### src/core/ops_defs.vh
// constants for the output driver power sequencer and mixer routing
`ifndef OPS_DEFS_VH
`define OPS_DEFS_VH

// register offsets inside the page, and the page that holds them
`define OPS_PAGE_SEL_OFS     8'h00
`define OPS_SEQ_PAGE         8'h01
`define OPS_POP_TIMING_OFS   8'h21
`define OPS_RAMP_DOWN_OFS    8'h22
`define OPS_ROUTING_OFS      8'h23

// reset values
`define OPS_PAGE_SEL_RST     8'h00
`define OPS_POP_TIMING_RST   8'h3e
`define OPS_RAMP_DOWN_RST    8'h00
`define OPS_ROUTING_RST      8'h00

// field positions, pop removal timing register
`define OPS_PDN_ORDER_BIT    7
`define OPS_PON_DLY_HI       6
`define OPS_PON_DLY_LO       3
`define OPS_RAMP_STEP_HI     2
`define OPS_RAMP_STEP_LO     1
`define OPS_CM_SRC_BIT       0
// field positions, ramp down period register
`define OPS_SP_WAIT_HI       6
`define OPS_SP_WAIT_LO       4
// field positions, routing register
`define OPS_LDAC_HI          7
`define OPS_LDAC_LO          6
`define OPS_IN1_LEFT_BIT     5
`define OPS_IN2_LEFT_BIT     4
`define OPS_RDAC_HI          3
`define OPS_RDAC_LO          2
`define OPS_IN2_RIGHT_BIT    1
`define OPS_DIFF_BIT         0

// converter route codes
`define OPS_ROUTE_MIXER      2'h1
`define OPS_ROUTE_DIRECT     2'h2

// nominal oscillator and system clock, in kHz
`define OPS_NOM_OSC_KHZ      8200
`define OPS_CLK_KHZ          25000

// headphone power-on delays, in units of 0.1 us
`define OPS_PON_T1           153
`define OPS_PON_T2           1530
`define OPS_PON_T3           15300
`define OPS_PON_T4           153000
`define OPS_PON_T5           762000
`define OPS_PON_T6           1530000
`define OPS_PON_T7           3040000
`define OPS_PON_T8           6100000
`define OPS_PON_T9           12200000
`define OPS_PON_T10          30400000
`define OPS_PON_T11          61000000
// headphone ramp-up step times, 0.1 us
`define OPS_STEP_T1          9800
`define OPS_STEP_T2          19500
`define OPS_STEP_T3          39000
// speaker power-up waits, 0.1 us
`define OPS_SPW_T1           30400
`define OPS_SPW_T2           76200
`define OPS_SPW_T3           122000
`define OPS_SPW_T4           153000
`define OPS_SPW_T5           198000
`define OPS_SPW_T6           244000
`define OPS_SPW_T7           305000

`endif

### src/core/ops_sequencer.v
// output driver power sequencer with pop timing and mixer routing
// Operation
// power-down order bit delays converter shutdown
// four-bit headphone power-on delay, reset 0111
// software avoids reserved delay codes 1100-1111
// two-bit headphone ramp step time, reset 11
// durations scale with actual oscillator frequency
// software keeps common-mode source bit zero
// three-bit speaker power-up wait, reset 000
// software writes reserved ramp-down bits unchanged
// left converter route: off, mixer, headphone
// first analog input to left mixer
// second analog input to left mixer
// right converter route: off, mixer, headphone
// second analog input to right mixer
// left headphone feeds right for differential
// page one selected before these writes
// stages advance only when tick count expires
`timescale 1ns/1ps
`include "ops_defs.vh"

module ops_sequencer #(
	parameter CLK_KHZ    = `OPS_CLK_KHZ,     // system clock rate
	parameter OSC_KHZ    = `OPS_NOM_OSC_KHZ, // actual oscillator rate
	parameter TIME_DIV   = 1,                // shortens all stages in sim
	parameter RAMP_STEPS = 8                 // gain steps per ramp
) (
	input  wire       clk,
	input  wire       reset_n,
	input  wire [7:0] reg_addr,        // byte offset in current page
	input  wire       reg_wr_en,       // write strobe, one cycle
	input  wire [7:0] reg_wdata,
	input  wire       reg_rd_en,       // read strobe, one cycle
	output reg  [7:0] reg_rdata_q,     // valid the cycle after strobe
	input  wire       hp_power_req,    // headphone power-up requested
	input  wire       sp_power_req,    // speaker power-up requested
	input  wire       dac_power_req,   // converter power-up requested
	input  wire       pdn_seq_start,   // software power-down pulse
	output reg        hp_drv_enable_q, // headphone driver biased
	output reg  [3:0] hp_gain_step_q,  // ramp position, 0 is silent
	output reg        hp_on_q,         // ramp complete
	output reg        sp_on_q,         // speaker amplifier up
	output reg        dac_enable_q,    // converter powered
	output reg        pdn_busy_q,      // power-down sequence running
	output reg        left_dac_to_mixer_q,
	output reg        left_dac_to_left_headphone_driver_q,
	output reg        right_dac_to_mixer_q,
	output reg        right_dac_to_right_headphone_driver_q,
	output reg        first_analog_input_to_left_mixer_q,
	output reg        second_analog_input_to_left_mixer_q,
	output reg        second_analog_input_to_right_mixer_q,
	output reg        left_to_right_headphone_driver_q
);

	localparam CW = 26;  // fits 6.1 s of oscillator ticks

	// headphone states
	localparam [2:0] HP_IDLE  = 3'd0;
	localparam [2:0] HP_DELAY = 3'd1;
	localparam [2:0] HP_RAMPU = 3'd2;
	localparam [2:0] HP_ON    = 3'd3;
	localparam [2:0] HP_RAMPD = 3'd4;
	// speaker states
	localparam [1:0] SP_OFF   = 2'd0;
	localparam [1:0] SP_WAIT  = 2'd1;
	localparam [1:0] SP_ON    = 2'd2;

	localparam [3:0] TOP_STEP = RAMP_STEPS[3:0];
	localparam [3:0] ONE_STEP = 4'h1;
	localparam [15:0] OSC_INC = OSC_KHZ[15:0];
	localparam [15:0] CLK_MOD = CLK_KHZ[15:0];

	// converts 0.1 us units to nominal oscillator ticks, at least one for a nonzero time
	function [CW-1:0] ticks;
		input [31:0] t;
		reg   [63:0] p;
		begin
			p = ({32'h0, t} * `OPS_NOM_OSC_KHZ) / (64'd10000 * TIME_DIV);
			if (t != 32'h0 && p == 64'h0) begin
				p = 64'h1;
			end
			ticks = p[CW-1:0];
		end
	endfunction

	reg [7:0]    page_q;        // page select
	reg [7:0]    pop_q;         // pop removal timing
	reg [7:0]    rdn_q;         // ramp down period control
	reg [7:0]    route_q;       // mixer routing
	reg [15:0]   acc_q;         // oscillator phase accumulator
	reg          tick_q;        // one oscillator period
	reg [2:0]    hp_st_q;
	reg [1:0]    sp_st_q;
	reg          hp_tstart;     // timer loads, combinational
	reg [CW-1:0] hp_tload;
	reg          sp_tstart;
	reg [CW-1:0] pon_ticks;     // selected power-on delay
	reg [CW-1:0] step_ticks;    // selected ramp step
	reg [CW-1:0] spw_ticks;     // selected speaker wait
	wire         hp_done;
	wire         sp_done;
	wire [16:0]  acc_sum;
	wire         on_page;
	wire         hp_want;
	wire         sp_want;
	wire         amps_off;

	assign on_page  = (page_q == `OPS_SEQ_PAGE);
	assign hp_want  = hp_power_req && !pdn_busy_q;
	assign sp_want  = sp_power_req && !pdn_busy_q;
	assign amps_off = (hp_st_q == HP_IDLE) && (sp_st_q == SP_OFF);
	assign acc_sum  = {1'b0, acc_q} + {1'b0, OSC_INC};

	// register writes; the target page must be selected first
	always @(posedge clk) begin
		if (!reset_n) begin
			page_q  <= `OPS_PAGE_SEL_RST;
			pop_q   <= `OPS_POP_TIMING_RST;
			rdn_q   <= `OPS_RAMP_DOWN_RST;
			route_q <= `OPS_ROUTING_RST;
		end else if (reg_wr_en) begin
			if (reg_addr == `OPS_PAGE_SEL_OFS) begin
				page_q <= reg_wdata;
			end else if (on_page && reg_addr == `OPS_POP_TIMING_OFS) begin
				pop_q <= reg_wdata;   // reserved codes stored as is
			end else if (on_page && reg_addr == `OPS_RAMP_DOWN_OFS) begin
				rdn_q <= reg_wdata;   // reserved bits kept for readback
			end else if (on_page && reg_addr == `OPS_ROUTING_OFS) begin
				route_q <= reg_wdata;
			end
		end
	end

	// register reads; unmapped offsets read zero
	always @(posedge clk) begin
		if (!reset_n) begin
			reg_rdata_q <= 8'h00;
		end else if (reg_rd_en) begin
			if (reg_addr == `OPS_PAGE_SEL_OFS) begin
				reg_rdata_q <= page_q;
			end else if (on_page && reg_addr == `OPS_POP_TIMING_OFS) begin
				reg_rdata_q <= pop_q;
			end else if (on_page && reg_addr == `OPS_RAMP_DOWN_OFS) begin
				reg_rdata_q <= rdn_q;
			end else if (on_page && reg_addr == `OPS_ROUTING_OFS) begin
				reg_rdata_q <= route_q;
			end else begin
				reg_rdata_q <= 8'h00;
			end
		end
	end

	// oscillator model: ticks at OSC_KHZ while counts assume nominal,
	// so a slow or fast oscillator stretches or shrinks every stage alike
	always @(posedge clk) begin
		if (!reset_n) begin
			acc_q  <= 16'h0000;
			tick_q <= 1'b0;
		end else if (acc_sum >= {1'b0, CLK_MOD}) begin
			acc_q  <= acc_sum[15:0] - CLK_MOD;
			tick_q <= 1'b1;
		end else begin
			acc_q  <= acc_sum[15:0];
			tick_q <= 1'b0;
		end
	end

	// delay tables; codes 1100-1111 fall back to the longest delay
	always @* begin
		case (pop_q[`OPS_PON_DLY_HI:`OPS_PON_DLY_LO])
		4'h0: pon_ticks = {CW{1'b0}};
		4'h1: pon_ticks = ticks(`OPS_PON_T1);
		4'h2: pon_ticks = ticks(`OPS_PON_T2);
		4'h3: pon_ticks = ticks(`OPS_PON_T3);
		4'h4: pon_ticks = ticks(`OPS_PON_T4);
		4'h5: pon_ticks = ticks(`OPS_PON_T5);
		4'h6: pon_ticks = ticks(`OPS_PON_T6);
		4'h7: pon_ticks = ticks(`OPS_PON_T7);
		4'h8: pon_ticks = ticks(`OPS_PON_T8);
		4'h9: pon_ticks = ticks(`OPS_PON_T9);
		4'ha: pon_ticks = ticks(`OPS_PON_T10);
		default: pon_ticks = ticks(`OPS_PON_T11);
		endcase
		case (pop_q[`OPS_RAMP_STEP_HI:`OPS_RAMP_STEP_LO])
		2'h0: step_ticks = {CW{1'b0}};
		2'h1: step_ticks = ticks(`OPS_STEP_T1);
		2'h2: step_ticks = ticks(`OPS_STEP_T2);
		default: step_ticks = ticks(`OPS_STEP_T3);
		endcase
		case (rdn_q[`OPS_SP_WAIT_HI:`OPS_SP_WAIT_LO])
		3'h0: spw_ticks = {CW{1'b0}};
		3'h1: spw_ticks = ticks(`OPS_SPW_T1);
		3'h2: spw_ticks = ticks(`OPS_SPW_T2);
		3'h3: spw_ticks = ticks(`OPS_SPW_T3);
		3'h4: spw_ticks = ticks(`OPS_SPW_T4);
		3'h5: spw_ticks = ticks(`OPS_SPW_T5);
		3'h6: spw_ticks = ticks(`OPS_SPW_T6);
		default: spw_ticks = ticks(`OPS_SPW_T7);
		endcase
	end

	// timer loads for the headphone and speaker stages
	always @* begin
		hp_tstart = 1'b0;
		hp_tload  = step_ticks;
		sp_tstart = (sp_st_q == SP_OFF) && sp_want;
		case (hp_st_q)
		HP_IDLE: begin
			hp_tstart = hp_want;
			hp_tload  = pon_ticks;
		end
		HP_DELAY: hp_tstart = hp_want && hp_done;
		HP_RAMPU: hp_tstart = hp_done || !hp_want;
		HP_ON:    hp_tstart = !hp_want;
		HP_RAMPD: hp_tstart = hp_done || hp_want;
		default:  hp_tstart = 1'b0;
		endcase
	end

	ops_stage_timer #(.CW(CW)) u_hp_timer (
		.clk      (clk),
		.reset_n  (reset_n),
		.start    (hp_tstart),
		.load_val (hp_tload),
		.tick     (tick_q),
		.done_q   (hp_done)
	);

	ops_stage_timer #(.CW(CW)) u_sp_timer (
		.clk      (clk),
		.reset_n  (reset_n),
		.start    (sp_tstart),
		.load_val (spw_ticks),
		.tick     (tick_q),
		.done_q   (sp_done)
	);

	// headphone driver: delay, ramp up step by step, hold, ramp down
	always @(posedge clk) begin
		if (!reset_n) begin
			hp_st_q         <= HP_IDLE;
			hp_gain_step_q  <= 4'h0;
			hp_drv_enable_q <= 1'b0;
			hp_on_q         <= 1'b0;
		end else begin
			case (hp_st_q)
			HP_IDLE: if (hp_want) begin
				hp_st_q         <= HP_DELAY;
				hp_drv_enable_q <= 1'b1;
			end
			HP_DELAY: if (!hp_want) begin
				hp_st_q         <= HP_IDLE;   // abort, nothing ramped yet
				hp_drv_enable_q <= 1'b0;
			end else if (hp_done) begin
				hp_st_q <= HP_RAMPU;
			end
			HP_RAMPU: if (!hp_want) begin
				hp_st_q <= HP_RAMPD;
			end else if (hp_done) begin
				hp_gain_step_q <= hp_gain_step_q + ONE_STEP;
				if (hp_gain_step_q + ONE_STEP == TOP_STEP) begin
					hp_st_q <= HP_ON;
					hp_on_q <= 1'b1;
				end
			end
			HP_ON: if (!hp_want) begin
				hp_st_q <= HP_RAMPD;
				hp_on_q <= 1'b0;
			end
			HP_RAMPD: if (hp_want) begin
				hp_st_q <= HP_RAMPU;          // resume from current step
			end else if (hp_done) begin
				if (hp_gain_step_q <= ONE_STEP) begin
					hp_gain_step_q  <= 4'h0;
					hp_st_q         <= HP_IDLE;
					hp_drv_enable_q <= 1'b0;
				end else begin
					hp_gain_step_q <= hp_gain_step_q - ONE_STEP;
				end
			end
			default: hp_st_q <= HP_IDLE;
			endcase
		end
	end

	// speaker: enabled only after the wait expires
	always @(posedge clk) begin
		if (!reset_n) begin
			sp_st_q <= SP_OFF;
			sp_on_q <= 1'b0;
		end else if (!sp_want) begin
			sp_st_q <= SP_OFF;
			sp_on_q <= 1'b0;
		end else if (sp_st_q == SP_OFF) begin
			sp_st_q <= SP_WAIT;
		end else if (sp_st_q == SP_WAIT && sp_done) begin
			sp_st_q <= SP_ON;
			sp_on_q <= 1'b1;
		end
	end

	// converter power and the software power-down sequence
	always @(posedge clk) begin
		if (!reset_n) begin
			pdn_busy_q   <= 1'b0;
			dac_enable_q <= 1'b0;
		end else begin
			if (pdn_seq_start) begin
				pdn_busy_q <= 1'b1;   // start wins over the release
			end else if (pdn_busy_q && amps_off && !dac_enable_q &&
				!hp_power_req && !sp_power_req && !dac_power_req) begin
				pdn_busy_q <= 1'b0;   // held until software drops requests
			end
			if (!pdn_busy_q && !pdn_seq_start) begin
				dac_enable_q <= dac_power_req;
			end else if (!pop_q[`OPS_PDN_ORDER_BIT] || amps_off) begin
				dac_enable_q <= 1'b0;
			end
		end
	end

	// routing switches; reserved code 11 leaves a converter open
	always @(posedge clk) begin
		if (!reset_n) begin
			left_dac_to_mixer_q                   <= 1'b0;
			left_dac_to_left_headphone_driver_q   <= 1'b0;
			right_dac_to_mixer_q                  <= 1'b0;
			right_dac_to_right_headphone_driver_q <= 1'b0;
			first_analog_input_to_left_mixer_q    <= 1'b0;
			second_analog_input_to_left_mixer_q   <= 1'b0;
			second_analog_input_to_right_mixer_q  <= 1'b0;
			left_to_right_headphone_driver_q      <= 1'b0;
		end else begin
			left_dac_to_mixer_q <=
				route_q[`OPS_LDAC_HI:`OPS_LDAC_LO] == `OPS_ROUTE_MIXER;
			left_dac_to_left_headphone_driver_q <=
				route_q[`OPS_LDAC_HI:`OPS_LDAC_LO] == `OPS_ROUTE_DIRECT;
			right_dac_to_mixer_q <=
				route_q[`OPS_RDAC_HI:`OPS_RDAC_LO] == `OPS_ROUTE_MIXER;
			right_dac_to_right_headphone_driver_q <=
				route_q[`OPS_RDAC_HI:`OPS_RDAC_LO] == `OPS_ROUTE_DIRECT;
			first_analog_input_to_left_mixer_q <=
				route_q[`OPS_IN1_LEFT_BIT];
			second_analog_input_to_left_mixer_q <=
				route_q[`OPS_IN2_LEFT_BIT];
			second_analog_input_to_right_mixer_q <=
				route_q[`OPS_IN2_RIGHT_BIT];
			left_to_right_headphone_driver_q <=
				route_q[`OPS_DIFF_BIT];
		end
	end

endmodule

### src/core/ops_stage_timer.v
// stage timer counting oscillator ticks down to a done pulse
`timescale 1ns/1ps
`include "ops_defs.vh"

module ops_stage_timer #(
	parameter CW = 26
) (
	input  wire          clk,
	input  wire          reset_n,
	input  wire          start,     // load a new count
	input  wire [CW-1:0] load_val,  // ticks to wait, zero allowed
	input  wire          tick,      // one oscillator period elapsed
	output reg           done_q     // one-cycle pulse at expiry
);

	reg [CW-1:0] cnt_q;   // ticks left
	reg          busy_q;  // a stage is being timed

	// a start always wins, so a restart never sees a stale done
	always @(posedge clk) begin
		if (!reset_n) begin
			cnt_q  <= {CW{1'b0}};
			busy_q <= 1'b0;
			done_q <= 1'b0;
		end else if (start) begin
			cnt_q  <= load_val;
			busy_q <= 1'b1;
			done_q <= 1'b0;
		end else if (busy_q && cnt_q == {CW{1'b0}}) begin
			busy_q <= 1'b0;   // expired
			done_q <= 1'b1;
		end else begin
			done_q <= 1'b0;
			if (busy_q && tick) begin
				cnt_q <= cnt_q - {{(CW-1){1'b0}}, 1'b1};
			end
		end
	end

endmodule

### config.mk
export PLATFORM = sky130hd
export DESIGN_NAME = ops_sequencer
export DESIGN_NICKNAME = d
export VERILOG_FILES = /design/src/core/ops_sequencer.v /design/src/core/ops_stage_timer.v
export VERILOG_INCLUDE_DIRS = /design/src /design/src/core
export SDC_FILE = /design/constraint.sdc
export NUM_CORES = 1
export LEC_CHECK = 0
export ABC_AREA = 0
export BUFFER_PORTS_ARGS = -buffer_cell sky130_fd_sc_hd__buf_2
export CAP_MARGIN = 10
export CORE_ASPECT_RATIO = 0.7
export CORE_MARGIN = 3
export CORE_UTILIZATION = 56
export DETAILED_ROUTE_END_ITERATION = 16
export GPL_TIMING_DRIVEN = 0
export HOLD_SLACK_MARGIN = 0.08
export PLACE_DENSITY = 0.82
export SYNTH_ARGS = -nofsm -noshare
export SYNTH_HDL_FRONTEND = slang
export SYNTH_HIERARCHICAL = 1
export SYNTH_SLANG_ARGS = --single-unit
### constraint.sdc
create_clock -name clk -period 2.5 [get_ports clk]
set_input_delay 0 -clock clk [delete_from_list [all_inputs] [get_ports clk]]
set_output_delay 0 -clock clk [all_outputs]
set_load 0.05 [all_outputs]
Word-level counts from Yosys, hierarchy flattened
Memory sizes are Yosys's and may differ from the RTL's. A register that Yosys moved wholly into a read port is not among the register bits.
Index checks and enable logic that the tools add are counted.
{ "classes": {"reduce_logical": 62, "n_eq_ne": 38, "n_lt_le_gt_ge": 2, "n_addsub": 6, "n_mux": 57, "bitwise_logic": 6} }
{ "op_table": {"columns": ["cell", "n"], "rows": [
  ["$mux W26", 7],
  ["$pmux W18 S7", 1],
  ["$logic_not A26 Y1", 2],
  ["$sub A26 B1 Y26 const B", 2],
  ["$pmux W15 S3", 1],
  ["$mux W8", 4],
  ["$mux W3", 10],
  ["$mux W4", 7],
  ["$eq A8 B6 Y1 const B", 3],
  ["$mux W1", 21],
  ["$logic_and A1 B1 Y1", 19],
  ["$ne A2 B2 Y1 const B", 9],
  ["$reduce_bool A2 Y1", 9],
  ["$add A16 B14 Y17 const B", 1],
  ["$ge A17 B15 Y1 const B", 1],
  ["$mux W16", 1],
  ["$sub A16 B15 Y16 const B", 1],
  ["$pmux W3 S5", 1],
  ["$reduce_and A5 Y1", 3],
  ["$eq A3 B2 Y1 const B", 4],
  ["$eq A3 B3 Y1 const B", 4],
  ["$reduce_and A2 Y1", 5],
  ["$ne A3 B2 Y1 const B", 3],
  ["$eq A2 B1 Y1 const B", 4],
  ["26 further kinds", 48]
]} }
{ "totals": {"in_bits": 24, "rom_bits": 416, "regBits": 135, "memories": 1} }
{ "mem_list": {"columns": ["name", "words", "word_bits", "rd", "rd_clocked_by_memory_dff", "wr", "line", "text"], "rows": [
  ["(no name shown)", 16, 26, 1, 1, 0, "ops_sequencer.v:170", "case (pop_q[`OPS_PON_DLY_HI:`OPS_PON_DLY_LO])"]
]} }

Longest topological paths before layout
{ "logic_depth": {"ltp_word": 9, "depth_mapped": 13} }

Hierarchy
The synthesis kept the hierarchy.
{ "by_module_without_submodules": {"columns": ["module", "seq_area_each_um2", "instances", "cells_per_inst", "area_each_um2"], "rows": [
  ["ops_sequencer", 2042.0, 1, 672, 5454.0],
  ["ops_stage_timer", 560.5, 2, 195, 1642.8]
]} }

Worst setup path after synthesis
No wires, ideal clock.
{ "synth_path": {"kind": "reg2reg", "from": "register pdn_busy_q", "to": "register u_hp_timer.cnt_q[20]", "setup_ns": 0.132, "period_less_slack_ns": 2.661, "path_stages_with_launch": 13, "arrival_ns": 2.528, "setup_slack_ns": -0.161, "path_cell_list": "dfxtp_1 nor2b_1 clkbuf_1 ha_1 nor2b_1 o21ai_0 o21ai_0 a211oi_1 inv_1 clkbuf_1 clkbuf_1 o21ai_0 a21oi_1"} }
{ "synth_between": {"elab_chain_cells": 7, "elab_cells_between_ends": 11, "classes_between": "1 x eq/ne; 2 x mux; 8 x reduce/logical"} }
{ "synth_lines": {"columns": ["item", "line", "text"], "rows": [
  ["from (decl)", "ops_sequencer.v:44", "output reg pdn_busy_q,"],
  ["from (signal assigned)", "ops_sequencer.v:305", "pdn_busy_q <= 1'b0;"],
  ["from (signal assigned)", "ops_sequencer.v:309", "pdn_busy_q <= 1'b1;"],
  ["from (signal assigned)", "ops_sequencer.v:312", "pdn_busy_q <= 1'b0;"],
  ["$logic_not A1 Y1 (*)", "ops_sequencer.v:109", "assign hp_want = hp_power_req && !pdn_busy_q;"],
  ["$logic_and A1 B1 Y1 (*)", "ops_sequencer.v:109", null],
  ["$logic_not A1 Y1", null, null],
  ["$logic_or A1 B1 Y1", "ops_sequencer.v:213", "HP_RAMPU: hp_tstart = hp_done || !hp_want;"],
  ["$pmux W1 S5 (*)", "ops_sequencer.v:207", "case (hp_st_q)"],
  ["named net hp_tstart", "ops_sequencer.v:94", "reg hp_tstart;"],
  ["$ne A2 B2 Y1 (no line) or $reduce_bool A2 Y1 (tied branches)", null, null],
  ["$reduce_and A2 Y1 (no line)", null, null],
  ["to (signal assigned)", "ops_stage_timer.v:22", "cnt_q <= {CW{1'b0}};"],
  ["to (signal assigned)", "ops_stage_timer.v:26", "cnt_q <= load_val;"],
  ["to (signal assigned)", "ops_stage_timer.v:35", "cnt_q <= cnt_q - {{(CW-1){1'b0}}, 1'b1};"],
  ["to (decl)", "ops_stage_timer.v:16", "reg [CW-1:0] cnt_q;"]
]} }
Mark *: on every way through the listed nets, which the timed path passes. The rest lies on a longest branch.
A chain may end at the register's enable or synchronous reset.

Worst setup path after layout
{ "layout_path": {"from": "register acc_q[6]", "to": "register acc_q[8]"} }
{ "layout_between": {"elab_chain_cells": 3, "elab_cells_between_ends": 4, "classes_between": "2 x add/sub; 1 x order compare; 1 x mux"} }
{ "layout_lines": {"columns": ["item", "line", "text"], "rows": [
  ["from (decl)", "ops_sequencer.v:90", "reg [15:0] acc_q;"],
  ["from (signal assigned)", "ops_sequencer.v:160", "acc_q <= acc_sum[15:0] - CLK_MOD;"],
  ["from (signal assigned)", "ops_sequencer.v:163", "acc_q <= acc_sum[15:0];"],
  ["$add A16 B14 Y17 (*)", "ops_sequencer.v:112", "assign acc_sum = {1'b0, acc_q} + {1'b0, OSC_INC};"],
  ["$sub A16 B15 Y16 or $ge A17 B15 Y1 (tied branches)", "ops_sequencer.v:160, ops_sequencer.v:159", null],
  ["$mux W16 (*)", "ops_sequencer.v:159", "end else if (acc_sum >= {1'b0, CLK_MOD}) begin"]
]} }
Mark *: on every way between the ends. The rest lies on a longest branch, timed or not.

==> flow_metrics.env <==
export IMPL_status="finished, violations left"
export IMPL_violations="negative setup slack"
export IMPL_drv_slew=0
export IMPL_drv_cap=0
export IMPL_p_leak_nw=4.08
export IMPL_fin_crit_sh_pct=101
export IMPL_port_buffers=44
export IMPL_first_iter_violations=1093
export IMPL_start_kind="register"
export IMPL_antenna_found_initial=0
export IMPL_final_common_cell="dfxtp_1"
export IMPL_ys_ff_latch=158
export IMPL_hold_viol_final=0
export IMPL_core_region_area_um2=15000
export IMPL_fmax_mhz=397
export IMPL_track_usage_pct=27.8
export IMPL_power_per_cell_area_nw_per_um2=686
export IMPL_ff2ff_setup_slack_ns=-0.02
export IMPL_grt_max_degree=17
export IMPL_design_die_area_um2=17200
export IMPL_grt_pass1_wl_um=39000
export IMPL_slowest_delay_ns=0.48
export IMPL_rr_worst_depth=9
export IMPL_rsz0062_at_grt="true"
export IMPL_synth_largest_area_cell="dfxtp_1"
export IMPL_rows=37
export IMPL_critPathKind="register to register"
export IMPL_ir_drop_mv=0.554
export IMPL_hold_depth=4
export IMPL_fin_nets=1217
export IMPL_path_cells="buf_2, and4_1, buf_2, a2111oi_4, o311ai_4, a31oi_4, o21a_2, or4b_1, nand2b_1"
export IMPL_syn_cell_area_um2=8740
export IMPL_num_io_pins=49
export IMPL_cp_max_fo=9
export IMPL_hold_class="primary input to register"
export IMPL_cts_buffers_inserted=17
export IMPL_grt_overflow=0
export IMPL_finClkSkew_ns=0.00867
export IMPL_place_area_um2=9240
export IMPL_start_util_pct=58.3
export IMPL_synth_area_leaders="dfxtp_1 36%, nand2_1 5.1%, o21ai_0 4.5%"
export IMPL_cts_sinks=158
export IMPL_vias=8548
export IMPL_yosys_warnings=6
export IMPL_cp_end_kind="register"
export IMPL_wire_per_inst_um=18.2
export IMPL_clk_path_buf_depth=2
export IMPL_place_gp_congestion=0.900
export IMPL_ys_seq_area_share_pct=36.2
export IMPL_hpwl_um=16900
export IMPL_worstSetupStartpoint="acc_q[6]"
export IMPL_tritoncts="built"
export IMPL_clk_latency_ns=0.43
export IMPL_ys_flop_type="dfxtp_1"
export IMPL_crit_path_frequent_cell="buf_2"
export IMPL_critPathRequiredTime_ns=2.87
export IMPL_clkTransAtPathRegs_ns=0.06
export IMPL_pre_cts_ws_ns=-0.536
export IMPL_drc=0
export IMPL_setup_viol_count_final=1
export IMPL_cpMaxStageDelayCell="or4b_1"
export IMPL_die_h_um=111
export IMPL_synth_distinct_cells=85
export IMPL_r2r_start="acc_q[6]"
export IMPL_wl_um=25100
export IMPL_slew_headroom_pct=19.1
export IMPL_crit_arrival_ns=2.90
export IMPL_grt_pass1_vias=7640
export IMPL_dr_pass1_iters=5
export IMPL_fin_ws_ns=-0.0215
export IMPL_clock_tree_root_cell="clkbuf_16"
export IMPL_r2r_end="acc_q[8]"
export IMPL_layout_common_cells="153 x dfxtp_1, 117 x nand2_1, 74 x a21oi_1"
export IMPL_htree_num_levels=4
export IMPL_area_growth_pct=19.5
export IMPL_setup_tns_final_ns=-0.0215
export IMPL_layout_drive_gt1_share_pct=17.3
export IMPL_synth_top_area_share_pct=36.2
export IMPL_layout_cell_area_non_filler_um2=10400
export IMPL_via_per_inst=6.19
export IMPL_fin_crit_ns=2.52
export IMPL_worst_pin_slew_ns=1.20
export IMPL_async_reset_ff_share_pct=0
export IMPL_die_w_um=155
export IMPL_endpoint="acc_q[8]"
export IMPL_synth_edf_count=0
export IMPL_syn_inst=1062
export IMPL_ant_nets=0
export IMPL_antenna_cells=0
export IMPL_syn_area_per_cell_um2=8.23
-- cell usage after synthesis (5+ instances only) --
library cell  count
a211oi_1         14
a21o_1           13
a21oi_1          74
a31oi_1          27
and2_1           23
and3_1            9
and4_1            6
buf_2            11
buf_4             6
clkbuf_1         42
dfxtp_1         158
ha_1             19
inv_1            27
mux2i_1          21
nand2_1         118
nand2b_1         25
nand3_1          30
nand3b_1          5
nand4_1          13
nor2_1           63
nor2b_1          15
nor3_1           44
nor3b_1           8
nor4_1           12
nor4_4            5
o211ai_1          6
o21a_1           14
o21ai_0          78
o311a_1           8
o31ai_1          12
or3_1            28
or4_1             6
xnor2_1          22
xor2_1            5
-- cells by family after synthesis --
group / share of synthesized area (%)
and+or+nand+nor: 29.6
AOI/OAI and AO/OA: 21.2
DFF: 36.2
buffers and inverters: 5.02
xor gates and xnor gates: 2.71
muxes: 2.58
adders and majority gates: 2.72
other: 0.0429
-- sequential cells by signal, indices dropped and copies added, names as in the netlist, 2 cells and up --
name,cells
pon_ticks,26
u_hp_timer/cnt_q,26
u_sp_timer/cnt_q,26
acc_q,13
page_q,8
pop_q,8
rdn_q,8
reg_rdata_q,8
route_q,8
hp_gain_step_q,4
hp_st_q,3
sp_st_q,2
-- what timing repair did --
action                                 CTS  global route
pin swaps                                6            10
resized for setup                       24            67
setup buffers                            3            20
endpoints found under the hold margin   36             2
hold buffers                            15             2
setup endpoints to repair               63            68
-- layout make-up --
cell class              count  area [um^2]
plain buffers              67          368
clock buffers              20          447
clock inverters            12          113
fillers                  1154         4550
inverters                  29          116
multi-input cells         817         5430
flip-flops and latches    158         3170
well taps                 195          244
repair buffers             84          563
-- per-layer routing --
| layer | GRT usage, % | wire length, um |
|---|---|---|
| met1 | 41.8 | 11700 |
| met2 | 39.5 | 10500 |
| met3 | 6.74 | 2430 |
| met4 | 7.17 | 444 |
| met5 | 0 | 0 |
-- critical path, delay by kind of cell, from the launching register on --
kind,cells,cell delay [ns]
buf+inv,2,0.44
simple gates,3,0.80
compound gates,4,0.88
flops,1,0.35
-- power by group --
group          internal [mW]  leakage (nW)  switching [mW]  total (mW)
clock                   1.40         0.271            1.10        2.50
sequential              2.68          1.29           0.216        2.90
combinational          0.734          2.52            1.03        1.77
total                   4.82          4.08            2.35        7.16
-- how the worst min path moves through the flow --
stage                       start              endpoint  slack [ns]
finish                    reset_n  u_hp_timer/cnt_q[10]        0.16
global route              reset_n  u_sp_timer/cnt_q[13]        0.16
CTS                  hp_power_req            hp_st_q[2]        0.09
detailed placement  dac_power_req          dac_enable_q        0.26
global placement    dac_power_req          dac_enable_q        0.26
floorplan            reg_wdata[1]              pop_q[1]        0.14
-- per-stage QoR --
step	cells	hold slack, ns	util (%)	total power, mW
finish	1382	0.160	69.7	7.16
detailed placement	1310	0.257	61.6	4.37
global placement	1310	0.258	61.6	4.32
global route	1382	0.163	69.7	7.45
floorplan	1071	0.138	-	4.01
CTS	1360	0.0944	67.0	6.87
Note: power is estimated with default switching activity, not from simulation.
